<file path="config.mk">
export PLATFORM = sky130hd
export DESIGN_NAME = lscd_decoder
export DESIGN_NICKNAME = d
export VERILOG_FILES = /design/src/hdl/lscd_pkg.sv /design/src/hdl/lscd_decoder.sv
export SDC_FILE = /design/constraint.sdc
export NUM_CORES = 1
export LEC_CHECK = 0
export ABC_AREA = 1
export BUFFER_PORTS_ARGS = -buffer_cell sky130_fd_sc_hd__buf_2
export CAP_MARGIN = 10
export CORE_ASPECT_RATIO = 1.1
export CORE_MARGIN = 10
export CORE_UTILIZATION = 45
export DETAILED_ROUTE_END_ITERATION = 12
export SLEW_MARGIN = 10
export SYNTH_ARGS = -nofsm -noshare
export SYNTH_HDL_FRONTEND = slang
export SYNTH_SLANG_ARGS = --single-unit
</file>
<file path="constraint.sdc">
create_clock -name clock -period 3 [get_ports clock]
set_input_delay 0.6 -clock clock [delete_from_list [all_inputs] [get_ports clock]]
set_output_delay 0.6 -clock clock [all_outputs]
set_load 0.01 [all_outputs]
</file>
<file path="src/hdl/lscd_pkg.sv">
// constants and types for the serial command decoder
package lscd_pkg;
    localparam int          ADDR_W     = 5;      // display memory address width
    localparam int          DEPTH      = 32;     // display memory words
    localparam int          WORD_W     = 4;      // bits per memory word
    localparam int          SEG_W      = 32;     // segment outputs
    localparam int          BUF_DEPTH  = 2;      // byte buffer entries
    localparam logic [2:0]  BIT_LAST   = 3'h7;   // count of eighth edge
    localparam logic [2:0]  OP_ADDR    = 3'h0;   // address set
    localparam logic [2:0]  OP_DISP_ON = 3'h1;   // all segments on
    localparam logic [2:0]  OP_DISP_OF = 3'h2;   // all segments off
    localparam logic [2:0]  OP_START   = 3'h3;   // normal display
    localparam logic [2:0]  OP_WRITE4  = 3'h4;   // four bit write
    localparam logic [2:0]  OP_RESET   = 3'h6;   // device reset
    localparam logic [4:0]  ADDR_RST   = 5'h00;  // address after reset
    localparam logic [4:0]  STEP_BYTE  = 5'h02;  // advance per data byte
    localparam logic [4:0]  STEP_NIB   = 5'h01;  // advance per nibble write
    // display modes
    typedef enum logic [1:0] {
        LSCD_NORMAL,
        LSCD_ALL_ON,
        LSCD_ALL_OFF
    } lscd_mode_t;
endpackage : lscd_pkg
</file>
<file path="src/hdl/lscd_decoder.sv">
// serial command and data receiver with command decoder and display memory
`timescale 1ns/10ps
`default_nettype none
module lscd_decoder (
    // system
    input  wire logic         clock,
    input  wire logic         rstn,
    // serial link pins, asynchronous to clock
    input  wire logic         serial_shift_clock,
    input  wire logic         serial_in,
    input  wire logic         chip_sel_n,
    input  wire logic         cmd_data_sel,
    // memory read port for the segment scanner
    input  wire logic [1:0]   scan_row,
    output logic [31:0]       seg_out,
    // status
    output logic [4:0]        addr_out,
    output logic [1:0]        mode_out,
    output logic              buf_full
);
    // two stage synchronisers for every serial link pin
    logic [1:0] sclk_s_q;       // shift clock sync
    logic [1:0] si_s_q;         // data sync
    logic [1:0] cs_s_q;         // chip select sync
    logic [1:0] cd_s_q;         // command/data sync
    logic       sclk_prev_q;    // last synced clock level
    logic       cs_prev_q;      // last synced select level
    logic       sclk_rise;      // shift clock rising edge
    logic       cs_fall;        // chip select falling edge
    // byte assembly
    logic [2:0] bit_cnt_q;      // edges counted in byte
    logic [6:0] shift_q;        // first seven bits
    logic       byte_vld;       // complete byte this cycle
    logic [8:0] byte_word;      // select flag and byte
    // two entry buffer
    logic [8:0] buf_mem_q [lscd_pkg::BUF_DEPTH];
    logic       wr_ptr_q;       // write slot
    logic       rd_ptr_q;       // read slot
    logic [1:0] cnt_q;          // entries held
    logic       buf_in_rdy;     // space for a byte
    logic       buf_out_vld;    // a byte waiting
    logic       buf_out_rdy;    // decoder takes it
    logic [8:0] head;           // byte at the head
    logic       take;           // head consumed
    // decoder state
    logic [4:0] addr_q;         // address counter
    lscd_pkg::lscd_mode_t mode_q;   // display mode
    logic [3:0] mem_q [lscd_pkg::DEPTH];    // display memory
    logic       nib_pend_q;     // lower nibble still to write
    logic [3:0] nib_lo_q;       // held lower nibble
    logic [31:0] seg_d;         // next segment word

    // synchronise pins before use
    always_ff @(posedge clock) begin
        if (!rstn) begin
            sclk_s_q <= 2'h0;
            si_s_q <= 2'h0;
            cs_s_q <= 2'h3;
            cd_s_q <= 2'h0;
            sclk_prev_q <= 1'h0;
            cs_prev_q <= 1'h1;
        end else begin
            sclk_s_q <= {sclk_s_q[0], serial_shift_clock};
            si_s_q <= {si_s_q[0], serial_in};
            cs_s_q <= {cs_s_q[0], chip_sel_n};
            cd_s_q <= {cd_s_q[0], cmd_data_sel};
            sclk_prev_q <= sclk_s_q[1];
            cs_prev_q <= cs_s_q[1];
        end
    end

    // edge detectors on synced levels only
    assign sclk_rise = sclk_s_q[1] & ~sclk_prev_q;
    assign cs_fall = ~cs_s_q[1] & cs_prev_q;
    assign byte_vld = sclk_rise & ~cs_s_q[1]
                      & (bit_cnt_q == lscd_pkg::BIT_LAST);
    // select flag captured with the eighth bit
    assign byte_word = {cd_s_q[1], shift_q, si_s_q[1]};

    // bit counter and shift register, msb first
    always_ff @(posedge clock) begin
        if (!rstn) begin
            bit_cnt_q <= 3'h0;
            shift_q <= 7'h00;
        end else if (cs_fall) begin
            bit_cnt_q <= 3'h0;
        end else if (sclk_rise && !cs_s_q[1]) begin
            bit_cnt_q <= bit_cnt_q + 3'h1;            // wraps after eight
            shift_q <= {shift_q[5:0], si_s_q[1]};
        end
    end

    // buffer handshakes; a byte finished while the buffer is full is dropped
    assign buf_in_rdy = (cnt_q != 2'(lscd_pkg::BUF_DEPTH));
    assign buf_out_vld = (cnt_q != 2'h0);
    assign buf_full = ~buf_in_rdy;
    assign head = buf_mem_q[rd_ptr_q];
    assign buf_out_rdy = ~nib_pend_q;
    assign take = buf_out_vld & buf_out_rdy;

    // buffer storage and pointers
    always_ff @(posedge clock) begin
        if (!rstn) begin
            wr_ptr_q <= 1'h0;
            rd_ptr_q <= 1'h0;
            cnt_q <= 2'h0;
            buf_mem_q[0] <= 9'h000;
            buf_mem_q[1] <= 9'h000;
        end else begin
            if (byte_vld && buf_in_rdy) begin
                buf_mem_q[wr_ptr_q] <= byte_word;
                wr_ptr_q <= ~wr_ptr_q;
            end
            if (take) begin
                rd_ptr_q <= ~rd_ptr_q;
            end
            cnt_q <= cnt_q + 2'(byte_vld && buf_in_rdy) - 2'(take);
        end
    end

    // address counter; five bit arithmetic wraps 31 to 0
    always_ff @(posedge clock) begin
        if (!rstn) begin
            addr_q <= lscd_pkg::ADDR_RST;
        end else if (nib_pend_q) begin
            addr_q <= addr_q + lscd_pkg::STEP_NIB;
        end else if (take && !head[8]) begin
            addr_q <= addr_q + lscd_pkg::STEP_NIB;    // first of two steps
        end else if (take) begin
            case (head[7:5])
                lscd_pkg::OP_ADDR:
                    addr_q <= head[4:0];
                lscd_pkg::OP_WRITE4:
                    addr_q <= addr_q + lscd_pkg::STEP_NIB;
                lscd_pkg::OP_RESET:
                    addr_q <= lscd_pkg::ADDR_RST;
                default:
                    addr_q <= addr_q;
            endcase
        end
    end

    // pending lower nibble of a data byte
    always_ff @(posedge clock) begin
        if (!rstn) begin
            nib_pend_q <= 1'h0;
            nib_lo_q <= 4'h0;
        end else if (nib_pend_q) begin
            nib_pend_q <= 1'h0;
        end else if (take && !head[8]) begin
            nib_pend_q <= 1'h1;
            nib_lo_q <= head[3:0];
        end
    end

    // display memory writes, one nibble per cycle
    always_ff @(posedge clock) begin
        if (nib_pend_q) begin
            mem_q[addr_q] <= nib_lo_q;
        end else if (take && !head[8]) begin
            mem_q[addr_q] <= head[7:4];
        end else if (take && head[7:5] == lscd_pkg::OP_WRITE4) begin
            mem_q[addr_q] <= head[3:0];
        end
    end

    // display mode
    always_ff @(posedge clock) begin
        if (!rstn) begin
            mode_q <= lscd_pkg::LSCD_ALL_OFF;
        end else if (take && head[8]) begin
            case (head[7:5])
                lscd_pkg::OP_DISP_ON:
                    mode_q <= lscd_pkg::LSCD_ALL_ON;
                lscd_pkg::OP_DISP_OF:
                    mode_q <= lscd_pkg::LSCD_ALL_OFF;
                lscd_pkg::OP_START:
                    mode_q <= lscd_pkg::LSCD_NORMAL;
                lscd_pkg::OP_RESET:
                    mode_q <= lscd_pkg::LSCD_ALL_OFF;
                default:
                    mode_q <= mode_q;
            endcase
        end
    end

    // segment word for the selected common row
    genvar g;
    generate
        for (g = 0; g < lscd_pkg::SEG_W; g++) begin : g_seg
            always_comb begin
                case (mode_q)
                    lscd_pkg::LSCD_ALL_ON:  seg_d[g] = 1'h1;
                    lscd_pkg::LSCD_ALL_OFF: seg_d[g] = 1'h0;
                    default:                seg_d[g] = mem_q[g][scan_row];
                endcase
            end
        end
    endgenerate

    // registered outputs
    always_ff @(posedge clock) begin
        if (!rstn) begin
            seg_out <= 32'h0000_0000;
        end else begin
            seg_out <= seg_d;
        end
    end
    assign addr_out = addr_q;
    assign mode_out = mode_q;
endmodule : lscd_decoder
`default_nettype wire

</file>
==> metrics.md <==
| Metric | Value |
|---|---|
| Wire length per cell | `16.5 µm` |
| Post-Synth XOR/XNOR Area | `0.417%` |
| IO Count | `48` |
| Die W | `150 µm` |
| Worst-case clock buffer depth | `3` |
| Met3 usage | `around 2.5%` |
| H-tree Lvls | `1` |
| Clock-pin slew on the worst setup and hold paths | `about 0.060 ns` |
| Largest net degree at the start of global routing | `65` |
| Power Density | `just over 800 mW/mm²` |
| Die Area | `0.0245 mm²` |
| Vias | `5446` |
| Cell count after placement | `about 1k` |
| Multi-input logic area | `0.00225 mm²` |
| Compound-cell area share of the yosys netlist | `slightly above 10%` |
| Layout Skew | `between 0.008 and 0.009 ns` |
| Worst vdd ir | `~440 µV` |
| Yosys reg bits | `around 220` |
| DP HPWL | `between 10 and 15 mm` |
| CP required | `3.25 ns` |
| Final antenna diode count | `0` |
| Post_cts resized | `0` |
| Crit-path cells | `inv_1 > nand2_2 > nand2_4 > nor2_2 > inv_2 > nor2_4 > inv_1 > o21ai_1 > buf_4` |
| CTS tree | `yes` |
| Filler-free cell count of the finished design | `about 1.1k` |
| Synth Area in Adders | `around 1.2%` |
| RSZ-0062 raised after global routing | `no` |
| Initial Util | `roughly 46%` |
| Cts bufs inserted | `23` |
| Synth unique cells | `38` |
| Dominant cell type by area after synthesis | `edfxtp_1` |
| RD Place Congestion | `between 0.7 and 0.8` |
| Post-synthesis sequential area ratio | `68.6%` |
| Core area | `roughly 0.018 mm²` |
| CTS root buffer | `clkbuf_16` |
| M1 GR Usage | `16.3%` |
| # rows | `between 50 and 60` |
| PortBufs | `47` |
| Commonest register cell after synthesis | `edfxtp_1` |
| Register Area | `0.00577 mm²` |
| Layer with the highest usage | `met2` |
| Top post-synthesis cells by area | `edfxtp_1, dfxtp_1, nor2_1` |
| Max Cap Viol | `0` |
| Multiplexer area fraction after synthesis | `less than 1%` |
| Hold buffer count at CTS | `0` |
| Cell mode on critical path | `inv_1` |
| Gr usage total | `14.2%` |
| GRT met2 Usage | `a little over a quarter` |
| Fillcell total | `1628` |
| Crit path kind | `flop to flop` |
| Synth warnings | `0` |
| Slowest-stage cell, CP | `dfxtp_1` |
| Vias in the first global route | `around 5.5k` |
| Initial antenna violation count | `0` |
| Worst-Margin Slew | `approximately 0.86 ns` |
| Vias/cell | `5.13` |
| Synth-to-Final Area Change | `13.7%` |
| Sink count of the clock tree | `between 200 and 250` |
| Post-route antenna net violation count | `0` |
| Leak pwr | `about 3.6 nW` |
| Slew Limit Fails | `0` |
| Fin Setup TNS | `0 ns` |
| Avg Inst Size Synth | `11.1 µm²` |
| Post-Syn Nets | `between 700 and 800` |
| 1st-pass router iterations | `4` |
| Overflow after GRT | `0` |
| Crit. End Element | `flop` |
| Worst skew pair latency | `roughly 0.50 ns` |
| Hold Path Class | `input pin to flop` |
| Critical path arrival | `2.44 ns` |
| Crit share post-route | `about 73%` |
| Mapped Area | `0.00840 mm²` |
| Postcts setup bufs | `0` |
| Drt total wl | `between 15 and 20 mm` |
| Setup violations, final | `0` |
| Status | `finished clean` |
| Die Span Y | `163 µm` |
| WHS | `roughly 0.28 ns` |
| R2R Setup Slk | `a little over 0.8 ns` |
| Hold violation total from the final report | `0` |
| Post-synthesis simple-gate area fraction | `14.6%` |
| Post-synth EDFFs | `approximately 150` |
| Layout cells sized above 1 | `between 10% and 20%` |
| Final Util | `52.0%` |
| First-pass GRT wire length | `between 20 and 30 mm` |
| Largest family of logic cells by synthesized area | `simple AND/OR/NAND/NOR gates` |
| Period minus WS final | `approximately 2.2 ns` |
| CP max FO | `32` |
| Detailed Route Iter0 Violations | `roughly 330` |
| Synth async-reset ratio | `0%` |
| Worst path max stage delay | `between 0.5 and 0.6 ns` |
| Fmax | `roughly 0.46 GHz` |
| Yosys top cell area share | `52.2%` |
| Startpoint types | `flop` |
| Nets | `approximately 820` |
| Relative slew slack | `a little over two fifths` |
| Post-Syn Instances | `roughly 760` |
| # DRC | `0` |
-- cell type report --
class	count	share of cell area [%]
clock buffers	27	6.51
multi-input cells	452	23.5
clock inverters	14	0.773
well taps	243	3.18
repair buffers	58	3.46
inverters	53	2.15
flip-flops and latches	215	60.4
-- synthesized netlist by cell type, types with 2 or more instances --
cell type  number
xor2_1          4
nand2_2         8
o21ai_2         2
dfxtp_1        69
o22ai_1         4
mux2i_1         2
nand3_1        11
inv_2           3
o21ai_0        52
buf_2          11
clkbuf_1       20
nand2_1        99
buf_1           3
buf_4           4
nor2_4          2
edfxtp_1      146
nor2_1        162
inv_1          47
nand2_4         5
nand3_2         2
a21oi_1        46
ha_1            8
or2_2           3
o32ai_1        32
-- through the flow --
step / power, mW / worst slack [ns] / area [µm²]
final: 7.86 / 0.811 / 9550
after global routing: 8.26 / 0.540 / 9550
after CTS: 7.96 / 0.810 / 9550
after detailed placement: 5.37 / 0.707 / 8850
after global placement: 5.35 / 0.768 / 8850
after floorplan: 4.83 / 0.260 / 8400
-- report_power, final --
part	switching, mW	leakage (nW)	internal (mW)
sequential	0.114	1.93	3.60
combinational	1.14	1.32	0.423
clock	1.10	0.356	1.48
total	2.36	3.61	5.50
-- metal layers --
layer / part of all wire, % / vias up
met3: 4.4 / 29
met4: 2.3 / 0
met5: 0 / -
met2: 52 / 91
li1: - / 2686
met1: 41 / 2640
-- state kept, by name, summed over array words and instances (netlist names), 3 cells and up, named ones only --
name,cells
addr_out,5
bit_cnt_q,3
buf_mem_q,18
mem_q,128
nib_lo_q,4
seg_out,32
shift_q,7
-- final timing paths --
check                          start           end  cells after the start
setup / recovery                flop  mem_q[11][1]                      9
hold / removal    serial_shift_clock   sclk_s_q[0]                      3
setup reg to reg                flop  mem_q[11][1]                      9
hold reg to reg            cd_s_q[0]     cd_s_q[1]                      2
-- critical path, delay by kind of cell, from the launching register on --
family          cells  cell delay [ns]
compound gates      1             0.14
buf+inv             4             0.75
flops               1             0.57
simple gates        4             0.44
-- logic make-up after synthesis --
group,Yosys count
AOI/OAI and AO/OA,142
and+or+nand+nor,296
muxes,2
xor gates and xnor gates,4
adders and majority gates,8
buffers and inverters,92
DFF,215
-- layout by cell type (no fill, tap or decap), types with 4 or more instances in the layout --
cell	Yosys	routed
nand2_4	5	5
inv_1	47	47
nand2_2	8	8
clkinv_2	1	10
o32ai_1	32	32
a21oi_1	46	46
nor2_1	162	162
o21ai_1	1	4
clkinv_1	1	4
o21ai_0	52	49
buf_2	11	47
nand3_1	11	11
dfxtp_1	69	69
o22ai_1	4	4
ha_1	8	8
edfxtp_1	146	146
nand2_1	99	99
clkbuf_16	0	24
buf_4	4	10
xor2_1	4	4
Note: power is estimated with default switching activity, not from simulation.
